File: src/mmam_regs.svh
`ifndef MMAM_REGS_SVH
`define MMAM_REGS_SVH
// Operation
// - multiplexed address mode adds one cycle to both latencies
// - used address bits shrink by one per burst doubling and per width step
// - controller treats data as lost after burst length change; the controller only latches bl_changed, and nothing reads it
// - wait 1024 cycles after dll enable before any read
// - clock change: dll low, wait settle, dll high, wait 1024 before read
// - multiplexed address sent in two parts on consecutive rising edges
// - bank and first part with command, second part next edge
// - refresh carries bank only, may issue back to back in multiplexed mode
// - second cycle maps bits 1,2,6,7,11,12,16,15 onto balls 3,4,8,9,13,14,17,18
// - ball 10 carries bit 19, ball 0 bit 20, width and burst dependent
// - dll, impedance, termination and multiplex fields are one bit each
// - pick latency config matching clock; two top codes reserved
// - mode set: select, write enable, refresh low; opcode on A0-A17
// - no burst 8 with the three configurations that exclude it
`define MMAM_CTRL        12'h000
`define MMAM_ADDR        12'h004
`define MMAM_CMD         12'h008
`define MMAM_STAT        12'h00C
`define MMAM_MODE        12'h010
`define MMAM_CFG_LSB     0
`define MMAM_BL_LSB      3
`define MMAM_MUX_BIT     5
`define MMAM_DLL_BIT     7
`define MMAM_IMP_BIT     8
`define MMAM_ODT_BIT     9
`define MMAM_MODE_RST    18'h0_0000
`define MMAM_DLL_CYC     11'd1024
`define MMAM_SETTLE_CYC  11'd6
`define MMAM_STAT_BUSY   0
`define MMAM_STAT_RDOK   1
`define MMAM_STAT_ERR    2
`endif

File: src/mmam_pkg.sv
package mmam_pkg;
    typedef enum logic [2:0] {CMD_NOP, CMD_MODE, CMD_READ, CMD_WRITE, CMD_REF} mmam_cmd_e;
    typedef enum logic [1:0] {ST_IDLE, ST_SECOND, ST_WAIT} mmam_state_e;
    typedef enum logic [1:0] {BUS_X9, BUS_X18, BUS_X36} mmam_width_e;
endpackage

File: src/mmam_addr_map.sv
`timescale 1ns/1ps
`include "mmam_regs.svh"
module mmam_addr_map (
    // address and geometry
    input  wire logic [20:0] addr,
    input  wire logic [1:0]  width,
    input  wire logic [1:0]  bl,
    // ball values
    output logic      [20:0] first_part,
    output logic      [20:0] second_part
);
    // count of used address bits for this width and burst
    function automatic logic [4:0] used_bits(input logic [1:0] w, input logic [1:0] b);
        used_bits = 5'd21 - {3'b000, w} - {3'b000, b};
    endfunction
    logic [4:0]  nbits;
    logic [20:0] masked;
    always_comb
    begin
        nbits = used_bits(width, bl);
        masked = addr & ((21'h1 << nbits) - 21'h1);
        first_part = masked;
        second_part = 21'h0_0000;
        second_part[3] = masked[1];
        second_part[4] = masked[2];
        second_part[8] = masked[6];
        second_part[9] = masked[7];
        second_part[13] = masked[11];
        second_part[14] = masked[12];
        second_part[17] = masked[16];
        second_part[18] = masked[15];
        second_part[10] = masked[19];
        second_part[0] = masked[20];
    end
endmodule

File: src/mmam_apb_slave.sv
`timescale 1ns/1ps
`include "mmam_regs.svh"
module mmam_apb_slave (
    // apb
    input  wire logic        pclk,
    input  wire logic        presetn,
    input  wire logic        psel,
    input  wire logic        penable,
    input  wire logic        pwrite,
    input  wire logic [11:0] paddr,
    input  wire logic [31:0] pwdata,
    output logic      [31:0] prdata,
    output logic             pready,
    output logic             pslverr,
    // register view
    output logic      [31:0] ctrl,
    output logic      [31:0] addr,
    output logic             cmd_go,
    output logic      [2:0]  cmd_code,
    input  wire logic [2:0]  status,
    input  wire logic [17:0] mode
);
    typedef struct packed {
        logic [31:0] ctrl;
        logic [31:0] addr;
        logic        go;
        logic [2:0]  code;
        logic [31:0] rdata;
        logic        err;
        logic        rdy;
    } mmam_apb_s;
    mmam_apb_s q, d;
    logic acc;
    assign acc = psel & penable;
    always_comb
    begin
        d = q;
        d.go = 1'b0;
        d.err = 1'b0;
        d.rdy = 1'b0;
        if (psel & ~penable)
        begin
            // answer decoded at setup so pready and pslverr leave flip-flops in the access cycle
            d.rdy = 1'b1;
            d.err = ~(paddr inside {`MMAM_CTRL, `MMAM_ADDR, `MMAM_CMD, `MMAM_STAT, `MMAM_MODE});
            case (paddr)
                `MMAM_CTRL: d.rdata = q.ctrl;
                `MMAM_ADDR: d.rdata = q.addr;
                `MMAM_CMD:  d.rdata = {29'h0, q.code};
                `MMAM_STAT: d.rdata = {29'h0, status};
                `MMAM_MODE: d.rdata = {14'h0, mode};
                default:    d.rdata = 32'h0000_0000;
            endcase
        end
        if (acc)
        begin
            if (pwrite)
            begin
                case (paddr)
                    `MMAM_CTRL: d.ctrl = pwdata;
                    `MMAM_ADDR: d.addr = pwdata;
                    `MMAM_CMD:
                    begin
                        d.code = pwdata[2:0];
                        d.go = 1'b1;
                    end
                    default: d.err = d.err;
                endcase
            end
        end
    end
    always_ff @(posedge pclk or negedge presetn)
    begin
        if (!presetn)
            q <= '0;
        else
            q <= d;
    end
    // zero wait states: answer in the access cycle
    assign pready = q.rdy;
    assign pslverr = q.err;
    assign prdata = q.rdata;
    assign ctrl = q.ctrl;
    assign addr = q.addr;
    assign cmd_go = q.go;
    assign cmd_code = q.code;
endmodule

File: src/mmam_ctrl.sv
`timescale 1ns/1ps
`include "mmam_regs.svh"
module mmam_ctrl (
    // clock and reset
    input  wire logic        pclk,
    input  wire logic        presetn,
    // apb
    input  wire logic        psel,
    input  wire logic        penable,
    input  wire logic        pwrite,
    input  wire logic [11:0] paddr,
    input  wire logic [31:0] pwdata,
    output logic      [31:0] prdata,
    output logic             pready,
    output logic             pslverr,
    // memory command pins
    output logic             mem_cs_n,
    output logic             mem_we_n,
    output logic             mem_ref_n,
    output logic      [2:0]  mem_ba,
    output logic      [20:0] mem_addr,
    // read valid flag from the memory
    input  wire logic        read_valid_flag
);
    typedef struct packed {
        mmam_pkg::mmam_state_e st;
        logic        cs_n;
        logic        we_n;
        logic        ref_n;
        logic [2:0]  ba;
        logic [20:0] a;
        logic [20:0] second;
        logic [17:0] mode;
        logic        mux;
        logic [1:0]  blen;
        logic [10:0] wait_cnt;
        logic [10:0] dll_cnt;
        logic        dll_ok;
        logic        err;
        logic        bl_changed;
        logic        vs1;
        logic        vs2;
    } mmam_ctrl_s;
    mmam_ctrl_s q, d;
    logic [31:0] ctrl;
    logic [31:0] addr;
    logic        cmd_go;
    logic [2:0]  cmd_code;
    logic [20:0] first_part;
    logic [20:0] second_part;
    logic [2:0]  status;
    logic [17:0] new_mode;
    mmam_apb_slave u_apb (
        .pclk     (pclk),
        .presetn  (presetn),
        .psel     (psel),
        .penable  (penable),
        .pwrite   (pwrite),
        .paddr    (paddr),
        .pwdata   (pwdata),
        .prdata   (prdata),
        .pready   (pready),
        .pslverr  (pslverr),
        .ctrl     (ctrl),
        .addr     (addr),
        .cmd_go   (cmd_go),
        .cmd_code (cmd_code),
        .status   (status),
        .mode     (q.mode)
    );
    mmam_addr_map u_map (
        .addr        (addr[20:0]),
        .width       (ctrl[21:20]),
        .bl          (q.blen),
        .first_part  (first_part),
        .second_part (second_part)
    );
    // opcode fields from the control register
    always_comb
    begin
        new_mode = 18'h0_0000;
        new_mode[2:0] = ctrl[2:0];
        new_mode[4:3] = ctrl[4:3];
        new_mode[`MMAM_MUX_BIT] = ctrl[5];
        new_mode[`MMAM_DLL_BIT] = ctrl[7];
        new_mode[`MMAM_IMP_BIT] = ctrl[8];
        new_mode[`MMAM_ODT_BIT] = ctrl[9];
    end
    assign status = {q.err, q.dll_ok, q.st != mmam_pkg::ST_IDLE};
    always_comb
    begin
        d = q;
        d.vs1 = read_valid_flag;
        d.vs2 = q.vs1;
        d.cs_n = 1'b1;
        d.we_n = 1'b1;
        d.ref_n = 1'b1;
        if (q.dll_cnt != 11'd0)
            d.dll_cnt = q.dll_cnt - 11'd1;
        else if (q.mode[`MMAM_DLL_BIT])
            d.dll_ok = 1'b1;
        if (q.wait_cnt != 11'd0)
            d.wait_cnt = q.wait_cnt - 11'd1;
        case (q.st)
            mmam_pkg::ST_IDLE:
            begin
                if (cmd_go)
                begin
                    d.err = 1'b0;
                    case (cmd_code)
                        mmam_pkg::CMD_MODE:
                        begin
                            // reserved codes and burst 8 with fast configs refused
                            if (ctrl[2:1] == 2'b11 || ctrl[4:3] == 2'b11 ||
                                (ctrl[4:3] == 2'b10 && (ctrl[2:1] == 2'b00 || ctrl[2:0] == 3'b100)))
                                d.err = 1'b1;
                            else
                            begin
                                d.cs_n = 1'b0;
                                d.we_n = 1'b0;
                                d.ref_n = 1'b0;
                                d.a = {3'b000, new_mode};
                                d.mode = new_mode;
                                d.bl_changed = q.bl_changed | (ctrl[4:3] != q.blen);
                                d.blen = ctrl[4:3];
                                d.mux = ctrl[5];
                                d.dll_ok = 1'b0;
                                d.dll_cnt = ctrl[7] ? `MMAM_DLL_CYC : 11'd0;
                                d.wait_cnt = `MMAM_SETTLE_CYC;
                                d.st = mmam_pkg::ST_WAIT;
                            end
                        end
                        mmam_pkg::CMD_READ, mmam_pkg::CMD_WRITE:
                        begin
                            if (cmd_code == mmam_pkg::CMD_READ && !q.dll_ok)
                                d.err = 1'b1;
                            else
                            begin
                                d.cs_n = 1'b0;
                                d.we_n = (cmd_code == mmam_pkg::CMD_READ);
                                d.ba = addr[26:24];
                                d.a = first_part;
                                d.second = second_part;
                                d.st = q.mux ? mmam_pkg::ST_SECOND : mmam_pkg::ST_IDLE;
                            end
                        end
                        mmam_pkg::CMD_REF:
                        begin
                            d.cs_n = 1'b0;
                            d.ref_n = 1'b0;
                            d.ba = addr[26:24];
                        end
                        default: d.err = 1'b0;
                    endcase
                end
            end
            mmam_pkg::ST_SECOND:
            begin
                d.a = q.second;
                d.st = mmam_pkg::ST_IDLE;
            end
            mmam_pkg::ST_WAIT:
            begin
                if (q.wait_cnt == 11'd0)
                    d.st = mmam_pkg::ST_IDLE;
            end
            default: d.st = mmam_pkg::ST_IDLE;
        endcase
    end
    always_ff @(posedge pclk or negedge presetn)
    begin
        if (!presetn)
        begin
            q <= '0;
            q.cs_n <= 1'b1;
            q.we_n <= 1'b1;
            q.ref_n <= 1'b1;
            q.mode <= `MMAM_MODE_RST;
        end
        else
            q <= d;
    end
    assign mem_cs_n = q.cs_n;
    assign mem_we_n = q.we_n;
    assign mem_ref_n = q.ref_n;
    assign mem_ba = q.ba;
    assign mem_addr = q.a;
endmodule

File: config.mk
export PLATFORM = sky130hd
export DESIGN_NAME = mmam_ctrl
export DESIGN_NICKNAME = d
export VERILOG_FILES = /design/src/mmam_pkg.sv /design/src/mmam_addr_map.sv /design/src/mmam_apb_slave.sv /design/src/mmam_ctrl.sv
export VERILOG_INCLUDE_DIRS = /design/src
export SDC_FILE = /design/constraint.sdc
export NUM_CORES = 1
export LEC_CHECK = 0
export BUFFER_PORTS_ARGS = -buffer_cell sky130_fd_sc_hd__buf_2
export CAP_MARGIN = 20
export CORE_ASPECT_RATIO = 2
export CORE_MARGIN = 2
export CORE_UTILIZATION = 52
export DETAILED_ROUTE_END_ITERATION = 10
export PLACE_DENSITY = 0.85
export REMOVE_ABC_BUFFERS = 1
export SYNTH_ARGS = -nofsm -noshare
export SYNTH_HDL_FRONTEND = slang
export SYNTH_SLANG_ARGS = --single-unit
File: constraint.sdc
create_clock -name pclk -period 2.25 [get_ports pclk]
set_input_delay 0.45 -clock pclk [delete_from_list [all_inputs] [get_ports pclk]]
set_output_delay 0.45 -clock pclk [all_outputs]
set_load 0.02 [all_outputs]
Word-level counts from Yosys, hierarchy flattened
Cells that the tools add are included.
Cells by class
  add/subtract/negate cells: 5
  equality and inequality tests: 21
  shift-type cells: 1
  multiplexer cells: 35
  bitwise operators: 8
  reductions and logical operators: 26
Operators by type and width (count)
  case mux 32 bit (5 select lines): 1
  2-to-1 mux 96 bit: 1
  case mux 21 bit (2 select lines): 2
  2-to-1 mux 36 bit: 2
  2-to-1 mux 45 bit: 1
  2-to-1 mux 21 bit: 2
  2-to-1 mux 11 bit: 3
  2-to-1 mux 25 bit: 1
  == test 12 x 4 -> 1 bit, second input constant: 2
  nonzero test 11 bit: 2
  subtractor 11 x 1 -> 11 bit, second input constant: 2
  AND 21 bit: 1
  left shift 1 x 5 -> 21 bit, first input constant: 1
  subtractor 21 x 1 -> 21 bit, second input constant: 1
  2-to-1 mux 4 bit: 4
  == test 12 x 3 -> 1 bit, second input constant: 1
  == test 12 x 5 -> 1 bit, second input constant: 1
  zero test 12 bit: 1
  AND reduction 4 bit: 3
  zero test 11 bit: 1
  AND reduction 5 bit: 2
  AND reduction 3 bit: 3
  == test 2 bit, second input constant: 4
  case mux 2 bit (2 select lines): 2
  other kinds (29): 52
Word-level totals
  flip-flop bits (word level): 178
  output and inout port bits: 61
  logic and storage cells: 118

Logic depth before layout (Yosys ltp)
Gate-level depths: netlist of the first run.
  depth in word-level cells: 9
  depth in mapped cells: 10
  gate-level depth less buffers: 10

Cells and area by module
Synthesis of the first run repeated with hierarchy kept, for this count alone.
Second synthesis, totals
  cell total of the unflattened synthesis: 789
  area total of the unflattened synthesis: 9041.2 µm²
Modules (own cells, without submodules)
  mmam_apb_slave: times used 1, cells each 332, area an instance 4381.7 µm², seq. area each 2552.4 µm²
  mmam_ctrl: times used 1, cells each 390, area an instance 4206.5 µm², seq. area each 2080.7 µm²
  mmam_addr_map: times used 1, cells each 67, area an instance 452.9 µm², seq. area each 0.0 µm²

Worst setup path before layout of the first run
Ideal clock, no wire load.
  path kind: register to register
  start: register, netlist name q[34]
  end: register q (netlist bit mem_addr[17])
  library setup time: 125 ps
  data arrival time: 2030 ps
  slack: 95 ps
  cell stages (with the launch flop): 10
  path buffers: 0
  cells stage by stage: dfrtp_1 > ha_1 > inv_1 > ha_1 > inv_1 > ha_1 > nor2b_1 > nor2b_1 > a22o_1 > mux2_2
RTL lines
  to (decl): line mmam_ctrl.sv:44  | mmam_ctrl_s q, d;

Final worst setup path of the first run
  start: register u_apb.q (netlist bit u_apb.ctrl[21])
  end: register q (netlist bit mem_addr[17])
On the way
  word-level cells in the longest chain between the ends: 9
Ends and longest elaborated chain
  from (decl): line mmam_apb_slave.sv:32  | mmam_apb_s q, d;
  from (signal assigned): line mmam_apb_slave.sv:75  | q <= '0;
  from (signal assigned): line mmam_apb_slave.sv:77  | q <= d;
  subtractor 5 x 2 -> 5 bit (2 in a row): line mmam_addr_map.sv:14  | used_bits = 5'd21 - {3'b000, w} - {3'b000, b};
  left shift 1 x 5 -> 21 bit: line mmam_addr_map.sv:21  | masked = addr & ((21'h1 << nbits) - 21'h1);
  subtractor 21 x 1 -> 21 bit: line mmam_addr_map.sv:21
  AND 21 bit: line mmam_addr_map.sv:21
  2-to-1 mux 45 bit: line mmam_ctrl.sv:135  | if (cmd_code == mmam_pkg::CMD_READ && !q.dll_ok)
  case mux 21 bit (2 select lines): line mmam_ctrl.sv:110  | case (cmd_code)
  2-to-1 mux 96 bit: line mmam_ctrl.sv:107  | if (cmd_go)
  case mux 21 bit (2 select lines): line mmam_ctrl.sv:104  | case (q.st)
Every way passes these cells. The select of a mux whose other input is x is not followed.
A chain may end at the register's enable or synchronous reset.

==> results of run 1 <==
-- synthesized netlist by cell type (4+ instances only) --
library cell and count:
o21ai_0 47, a21oi_1 13, xnor2_1 4, nor4_1 5, inv_1 21, dfrtp_1 171, mux2i_1 6, buf_4 29
nand3_1 10, a31oi_1 4, xor2_1 10, nor2b_1 8, nand2_1 91, ha_1 9, nand2b_1 9, o21ai_1 6
nor3b_1 4, buf_2 18, nor2_1 46, mux2_2 92, a22o_1 8, clkbuf_1 10, a22oi_1 29, nor3_1 9
-- registers in the layout, indices dropped and copies added, names as in the netlist --
| signal | count |
|---|---|
| u_apb.cmd_code | 3 |
| q | 45 |
| mem_cs_n | 1 |
| mem_addr | 21 |
| u_apb.addr | 32 |
| u_apb.prdata | 32 |
| u_apb.cmd_go | 1 |
| mem_ref_n | 1 |
| u_apb.ctrl | 32 |
| mem_we_n | 1 |
| u_apb.pready | 1 |
| mem_ba | 3 |
| u_apb.pslverr | 1 |
-- power by group --
part | internal (mW) | leakage, nW | total [mW] | switching (mW)
Sequential | 3.14 | 2.41 | 3.14 | 0.00490
Combinational | 0.0938 | 2.01 | 0.255 | 0.162
Clock | 1.71 | 0.294 | 3.04 | 1.33
Total | 4.94 | 4.71 | 6.44 | 1.50
-- layout make-up --
| type | count | area [sq um] |
|---|---|---|
| clock buffers | 18 | 439 |
| clock inverters | 14 | 170 |
| fillers | 1189 | 5730 |
| inverters | 22 | 82.6 |
| multi-input cells | 458 | 3290 |
| flip-flops and latches | 174 | 4360 |
| well taps | 198 | 248 |
| repair buffers | 142 | 902 |
-- repair_timing --
action,CTS,global route
buffers inserted,0,2
endpoints found under the setup margin,2,17
endpoints found under the hold margin,18,0
hold buffers,1,0
pin swaps,0,4
resized for setup,3,6
-- through the flow --
step	setup slack (ns)	utilization (%)
global placement	0.0611	58.0
detailed placement	0.0140	58.0
finish	0.0885	62.4
floorplan	-1.30	-
global route	0.0155	62.4
CTS	0.0668	62.2
-- kinds of logic after synthesis --
| group | share of synthesized area [%] |
|---|---|
| fa+ha+maj | 1.39 |
| simple gates | 12.6 |
| mux | 14.9 |
| xor+xnor | 1.52 |
| buf+inv | 5.83 |
| flops | 54.0 |
| compound gates | 9.80 |
-- per-layer routing --
metal / vias up / track usage (%) / part of all wire [%] / wire [um]
li1: 2669 / - / - / -
met3: 64 / 4.77 / 4.3 / 845
met4: 0 / 15.3 / 6.2 / 1200
met1: 2949 / 28.6 / 36 / 7080
met5: - / 0 / 0 / 0
met2: 232 / 42.2 / 53 / 10400
-- final timing paths --
kind                       slack, ns                         from  cells past startpoint                           end
hold / removal                  0.26                   pwdata[18]                      2    u_apb.addr[18]$_DFFE_PN0P_
setup / recovery                0.09   u_apb.ctrl[21]$_DFFE_PN0P_                      9      mem_addr[17]$_DFFE_PN0P_
min in group asynchronous       0.57                      presetn                      2  u_apb.prdata[28]$_DFFE_PN0P_
max in group asynchronous       0.98                      presetn                      3      mem_addr[17]$_DFFE_PN0P_
hold reg to reg                 0.47  u_apb.prdata[2]$_DFFE_PN0P_                      2   u_apb.prdata[2]$_DFFE_PN0P_
setup reg to reg                0.09   u_apb.ctrl[21]$_DFFE_PN0P_                      9      mem_addr[17]$_DFFE_PN0P_
==> metrics, run 1 <==
mapped cell area ~8100 sq um; Tightest Pin Transition around 0.74 ns; drt drc 0; Initial DRC Count ~390; IR Drop Worst-Case VDD just over 0.5 mV; clk sinks around 170; routed length per placed instance around 19 um; largest net degree at the start of global routing 60; sequential-to-total area share from yosys stat 54.0%; status finished clean; max-cap violations 0; root buf cell clkbuf_16; Ant. Diodes 0; slowest CP cell dfrtp_1; Slew Limit Fails 0; maximum fanout along the worst path 5; top cell type by total area after synthesis dfrtp_1; Crit path required time 2.56 ns; Critical Path AT roughly 2.5 ns; GRT Util Overall ~25%; P per Cell Area a little under 700 nW/um^2; CTS tree yes; site row count between 60 and 70; top cell type's share of synthesized area around 53%; fin nets between 800 and 900; DRT antenna net count 0; CP Launch Type flip-flop; CP cell instances ha_1 > inv_1 > ha_2 > inv_2 > ha_4 > nor2b_2 > nor2b_1 > a22o_1 > mux2_2; commonest non-fill, non-tap cells in the layout dfrtp_1 (171), buf_2 (108), mux2_2 (92); Avg Cell Area, Syn between 10 and 15 sq um; commonest non-fill, non-tap cell in the layout dfrtp_1; unique cell type count in the Yosys netlist slightly above 60; Buffers on Ports about 110; fin crit period 2.16 ns; placed cell count between 900 and 1,000; Max Root-Sink Buffers 2; CP peak stage delay around 0.42 ns; skew final around 0.015 ns; synthesized flop and latch total about 170; Fin. Hold Viols 0; synth warn 0; DR vias/cell just under 6; LEAKAGE ~4.7 nW; unrepaired setup endpoints after global routing no; placed cell areas around 8800 sq um; share of layout cells above drive strength 1 approximately a third; vias in the first global route 6,050; Max Clk Rate approximately 0.46 GHz; initial antenna violation count 0; die area 16,600 sq um; family with the most delay on the worst path adder cells; DP HPWL 13,500 um; worst min-delay path class input port to flip-flop; CTS Buf Count 17; GRT overflow 0; EDFF count, synth 0; Syn-to-layout area delta 17.5%; top cells by area, synth dfrtp_1 (53%), mux2_2 (13%), nand2_1 (4.2%), o21ai_0 (2.9%), a22oi_1 (2.7%); Setup crit end kind flip-flop; Final Setup Violations 0; worst skew pair latency roughly 0.44 ns; Final TNS setup 0 ns; core area 15,200 sq um; Routed WL ~20,000 um; Mapped Cells 714; Final Non-Filler Cells 1,026; Final period util between 90% and 100%; Bufs and invs on worst path 2; Initial Utilization 53.1%; Pwr Total ~6.4 mW; CP Class flip-flop to flip-flop; Rel. slew slack between 50% and 60%; H-Tree Depth 4; Synth Flop Type dfrtp_1; Final Wtd Congestion 0.894; Synth async-reset ratio 100%; WHS 0.257 ns; Die W between 90 and 100 um; Die Ht 180 um; Worst-path clk slew 0.07 ns; final cell area excluding filler cells between 9000 and 10,000 sq um; DR vias 5,914; Pre-antenna DRT Iters 4; IO Count between 100 and 150; first-pass GRT wire length about 32,000 um
(Power assumes the default switching activity.)
==> inputs of run 2 (changes only) <==
RECOVER_POWER = 100   (was unset)
TNS_END_PERCENT = 20   (was unset)
==> run 2 against run 1 <==
Compared with the run above:
- maximum frequency is 0.80% lower
- highest routed layer unchanged
- largest cell class unchanged
- routed wire length about the same
- sequential share of layout area is 0.86 points higher
==> metrics, run 2 (same netlist as run 1, synthesis figures left out) <==
Largest register FFs 45 (unchanged); largest net degree at the start of global routing 60 (unchanged); Max Clk Rate 0.459 GHz (-0.80%); worst hold start pwdata[18]; Worst-path clk slew 0.07 ns (about the same); vias in the first global route 6,049 (-0.017%); clk sinks 174 (unchanged); Max Root-Sink Buffers 2 (unchanged); die area 16,600 sq um (unchanged); CP peak stage delay 0.42 ns (about the same); GRT Util Overall 24.8% (about the same); worst skew pair latency 0.43 ns (about the same); Reg-to-Reg Start u_apb.ctrl[21]$_DFFE_PN0P_; DR vias 5,885 (-0.49%); unrepaired setup endpoints after global routing yes; Worst Setup SP u_apb.ctrl[21]$_DFFE_PN0P_; Routed WL 19,500 um (about the same); Fin. Hold Viols 0 (unchanged); flop2flop setup slack 0.07 ns (-0.02 ns); commonest non-fill, non-tap cell in the layout dfrtp_1; Setup crit end kind flip-flop; P per Cell Area 690 nW/um^2 (+1.7%); maximum fanout along the worst path 6 (+1); Syn-to-layout area delta 15.4%; worst min-delay path class input port to flip-flop; site row count 64 (unchanged); GRT overflow 0 (unchanged); Crit path required time 2.56 ns (about the same); DR vias/cell 5.74 (-0.39%); routed length per placed instance 19.0 um (+0.15%); fin nets 873 (-0.11%); CTS tree yes; first-pass GRT wire length 31,700 um (-0.11%); most used routing layer met2; initial antenna violation count 0 (unchanged); DP HPWL 13,500 um (unchanged); IR Drop Worst-Case VDD 0.503 mV (-0.46%); Global Route met2 Usage 42.1% (-0.059 points); Final period util 96.8% (+0.77 points); root buf cell clkbuf_16; Pre-antenna DRT Iters 5 (+1); WHS Path Cells 2 (unchanged); CP Launch Type flip-flop; Final Wtd Congestion 0.894 (unchanged); IO Count 111 (unchanged); Die W 92.1 um (unchanged); status finished clean; Critical Path AT 2.49 ns (+0.02 ns); DRT antenna net count 0 (unchanged); FF+latch area 4360 sq um (unchanged); Ant. Diodes 0 (unchanged); Final Setup Violations 0 (unchanged); Fill cells 1,216 (+2.3%); met3 usage 4.77% (unchanged); WHS Endpoint u_apb.addr[18]$_DFFE_PN0P_; Initial Utilization 53.1% (unchanged); LEAKAGE 4.42 nW (-6.2%); Final TNS setup 0 ns (unchanged); fin crit period 2.18 ns (+0.0174 ns); Slew Limit Fails 0 (unchanged); area of the multi-input gates 3240 sq um (-1.6%); Tightest Pin Transition 1.48 ns (+0.737 ns); core area 15,200 sq um (unchanged); Biggest register q; M1 GR Usage 28.5% (-0.057 points); drt drc 0 (unchanged); Buffers on Ports 109 (unchanged); Die Ht 180 um (unchanged); H-Tree Depth 4 (unchanged); slowest CP cell dfrtp_1; max-cap violations 0 (unchanged); Reg2Reg Depth 9 (unchanged); CP cell instances ha_1 > inv_1 > ha_1 > inv_1 > ha_4 > o21ai_0 > nor2b_1 > a32o_1 > mux2_2; skew final 0.0138 ns (-0.00126 ns); Initial DRC Count 355 (-8.0%); CTS Buf Count 17 (unchanged); CP Class flip-flop to flip-flop; Rel. slew slack 1.51% (-49 points); RR Endpoint mem_addr[14]$_DFFE_PN0P_; Post-Route Utilization 61.2% (-1.1 points); commonest non-fill, non-tap cells in the layout dfrtp_1 (171), mux2_2 (92), nand2_1 (91); share of layout cells above drive strength 1 26.5% (-8.8 points)
[run 2: cell count changes in the layout (fill, tap and decap cells not counted), sizes merged]
cell,previous run,this run
clkbuf,18,88
buf,141,70
[run 2: per-layer routing]
layer,share of wire (%),up-vias
met1,36,2940
met3,4.1,64
met2,54,210
li1,-,2671
met4,6.1,0
met5,0,-
[run 2: critical path: cells and delay by family, from the launching register on]
| kind | cells | cell delay [ns] |
|---|---|---|
| multiplexers | 1 | 0.25 |
| adder cells (fa/ha/maj) | 3 | 0.74 |
| buffers and inverters | 2 | 0.15 |
| AO/OA/AOI/OAI | 2 | 0.34 |
| flip-flops | 1 | 0.42 |
| AND/OR/NAND/NOR | 1 | 0.16 |
[run 2: how the worst max path moves through the flow]
stage	end	slack, ns	cells after the start
after floorplan	u_apb.addr[0]$_DFFE_PN0P_	-1.30	4
after global placement	mem_addr[14]$_DFFE_PN0P_	0.06	9
after detailed placement	mem_addr[20]$_DFFE_PN0P_	0.01	9
after CTS	mem_addr[20]$_DFFE_PN0P_	0.06	9
after global routing	mem_addr[14]$_DFFE_PN0P_	-0.02	9
final	mem_addr[14]$_DFFE_PN0P_	0.07	9
[run 2: power by group]
part / total, mW / switching [mW] / internal [mW]
logic: 0.247 / 0.158 / 0.0893
registers: 3.14 / 0.00500 / 3.14
clock network: 3.04 / 1.33 / 1.71
[run 2: stage by stage]
stage / area [sq um] / hold WS [ns] / setup slack [ns] / std cells / power [mW]
after floorplan: 7680 / 0.154 / -1.30 / 654 / 3.28
after global placement: 8830 / 0.453 / 0.0611 / 991 / 3.45
after detailed placement: 8830 / 0.456 / 0.0140 / 991 / 3.46
after CTS: 9460 / 0.245 / 0.0640 / 1024 / 6.47
after global routing: 9320 / 0.247 / -0.0231 / 1025 / 6.63
final: 9320 / 0.259 / 0.0711 / 1025 / 6.43
[run 2: layout make-up]
type                            count  area share, %
Clock buffer                       18           4.71
Clock inverter                     14           1.83
Inverter                           22          0.887
Multi-Input combinational cell    458           34.8
Sequential cell                   174           46.8
Tap cell                          198           2.66
Timing Repair Buffer              141           8.37
[run 2: repair_timing]
action                                  CTS  global route
buffers inserted                          0             1
endpoints found under the setup margin    2            18
hold endpoints to repair                 18             0
pin swaps                                 0             1
resized for setup                         2             3
hold buffers                              1             0
gates cloned                              0             0
==> inputs of run 3 (changes only) <==
CORE_MARGIN = 1   (was 2)
PLACE_DENSITY = 0.82   (was 0.85)
==> run 3 against run 2 <==
Compared with the run above:
- combinational power fell by 4%
- critical endpoint is now u_apb.prdata[16]$_DFFE_PN0P_
- critical path depth fell by 1
- largest power group unchanged
- maximum frequency rose by 0.58%
- global-route usage rose by 0.54 points
==> metrics, run 3 (same netlist as run 1, synthesis figures left out) <==
GRT overflow 0 (unchanged); Bufs and invs on worst path 3 (+1); CP Class input port to flip-flop; WHS 0.256 ns (-0.00322 ns); Crit path required time 2.58 ns (+0.02 ns); P per Cell Area 678 nW/um^2 (-1.8%); CTS tree yes; DR vias/cell 5.69 (-0.82%); Final period util 96.3% (-0.56 points); CP peak stage delay 0.53 ns (+0.11 ns); skew final 0.00977 ns (-0.00398 ns); Largest register FFs 45 (unchanged); Die Ht 178 um (-1.1%); fin nets 873 (unchanged); Initial DRC Count 306 (-14%); fin crit period 2.17 ns (-0.0126 ns); Pre-antenna DRT Iters 5 (unchanged); DRT antenna net count 0 (unchanged); Worst-path clk slew 0.07 ns (about the same); family with the most delay on the worst path buffers and inverters; vias in the first global route 6,143 (+1.6%); Max Clk Rate 0.462 GHz (+0.58%); IR Drop Worst-Case VDD 0.723 mV (+44%); die area 16,100 sq um (-3.3%); Setup crit end kind flip-flop; site row count 64 (unchanged); Fin. Hold Viols 0 (unchanged); worst min-delay path class input port to flip-flop; H-Tree Depth 4 (unchanged); Slew Limit Fails 0 (unchanged); commonest non-fill, non-tap cells in the layout dfrtp_1 (171), nand2_1 (91), mux2_2 (91); root buf cell clkbuf_16; routed length per placed instance 18.7 um (-1.8%); share of layout cells above drive strength 1 26.0% (-0.48 points); unrepaired setup endpoints after global routing no; LEAKAGE 4.40 nW (-0.47%); Final Wtd Congestion 0.882 (-1.4%); Routed WL 19,200 um (-1.6%); Buffers on Ports 109 (unchanged); largest net degree at the start of global routing 51 (-15%); initial antenna violation count 2 (+2); worst skew pair latency 0.44 ns (about the same); max-cap violations 0 (unchanged); DP HPWL 13,500 um (-0.32%); Syn-to-layout area delta 14.6%; slowest CP cell clkbuf_2; GRT Util Overall 25.4% (+0.54 points); Rel. slew slack 19.3% (+18 points); core area 15,200 sq um (unchanged); status finished clean; DR vias 5,848 (-0.63%); Pwr Total 6.27 mW (-2.5%); Initial Utilization 53.1% (unchanged); CP Launch Type input port; commonest non-fill, non-tap cell in the layout dfrtp_1; Critical Path AT 2.50 ns (about the same); first-pass GRT wire length 31,000 um (-2.4%); clk sinks 174 (unchanged); Final Setup Violations 0 (unchanged); Die W 90.1 um (-2.2%); maximum fanout along the worst path 26 (+20); Max Root-Sink Buffers 2 (unchanged); Biggest register q; CTS Buf Count 17 (unchanged); CP cell instances buf_2 > nor3_1 > nand4_1 > clkbuf_1 > nor3b_1 > clkbuf_2 > a22oi_1 > o21ai_0; drt drc 0 (unchanged); Tightest Pin Transition 1.21 ns (-0.266 ns); IO Count 111 (unchanged)
==> run 3: layer usage <==
layer | up-vias | track usage [%] | wire, um
met1 | 2880 | 26.7 | 6820
li1 | 2678 | - | -
met5 | - | 0 | 0
met4 | 0 | 18.2 | 1300
met3 | 72 | 5.33 | 951
met2 | 218 | 44.8 | 10100
==> run 3: per-stage QoR <==
step | instances | setup WS [ns] | util (%) | TNS [ns] | instance area [sq um]
floorplan | 654 | -1.30 | - | -70.04 | 7680
global placement | 992 | -0.0340 | 57.9 | -0.0340 | 8820
detailed placement | 992 | -0.0626 | 57.9 | -0.108 | 8820
CTS | 1025 | 0.0440 | 62.0 | 0 | 9430
global route | 1027 | 0.00163 | 60.8 | 0 | 9250
finish | 1027 | 0.0837 | 60.8 | 0 | 9250
==> run 3: final timing paths <==
check / endpoint / slack (ns) / cells after the start / start
min: u_apb.ctrl[15]$_DFFE_PN0P_ / 0.26 / 2 / pwdata[15]
max: u_apb.prdata[16]$_DFFE_PN0P_ / 0.08 / 8 / paddr[1]
max reg2reg: mem_addr[3]$_DFFE_PN0P_ / 0.09 / 6 / u_apb.ctrl[3]$_DFFE_PN0P_
min in group asynchronous: u_apb.addr[25]$_DFFE_PN0P_ / 0.81 / 2 / presetn
max in group asynchronous: mem_cs_n$_DFF_PN1_ / 0.36 / 3 / presetn
min reg2reg: u_apb.prdata[1]$_DFFE_PN0P_ / 0.47 / 2 / u_apb.prdata[1]$_DFFE_PN0P_
==> run 3: cell type report <==
type                       count  area [sq um]
multi-input combinational    458          3260
inverter                      22          82.6
timing repair buffer         141           714
clock buffer                  18           429
antenna                        2          5.00
fill                        1226          5960
sequential                   174          4360
clock inverter                14           153
tap                          198           248
==> run 3: power breakdown <==
group          total, mW  leakage, nW  switching [mW]  internal [mW]
clock               2.89        0.286            1.32           1.57
sequential          3.14         2.41         0.00456           3.14
combinational      0.238         1.70           0.158         0.0791
==> run 3: repair_timing <==
item,CTS,global route
hold buffers,1,0
setup endpoints to repair,4,3
resized for setup,3,3
hold endpoints to repair,44,0
buffers inserted,0,0
pin swaps,0,1
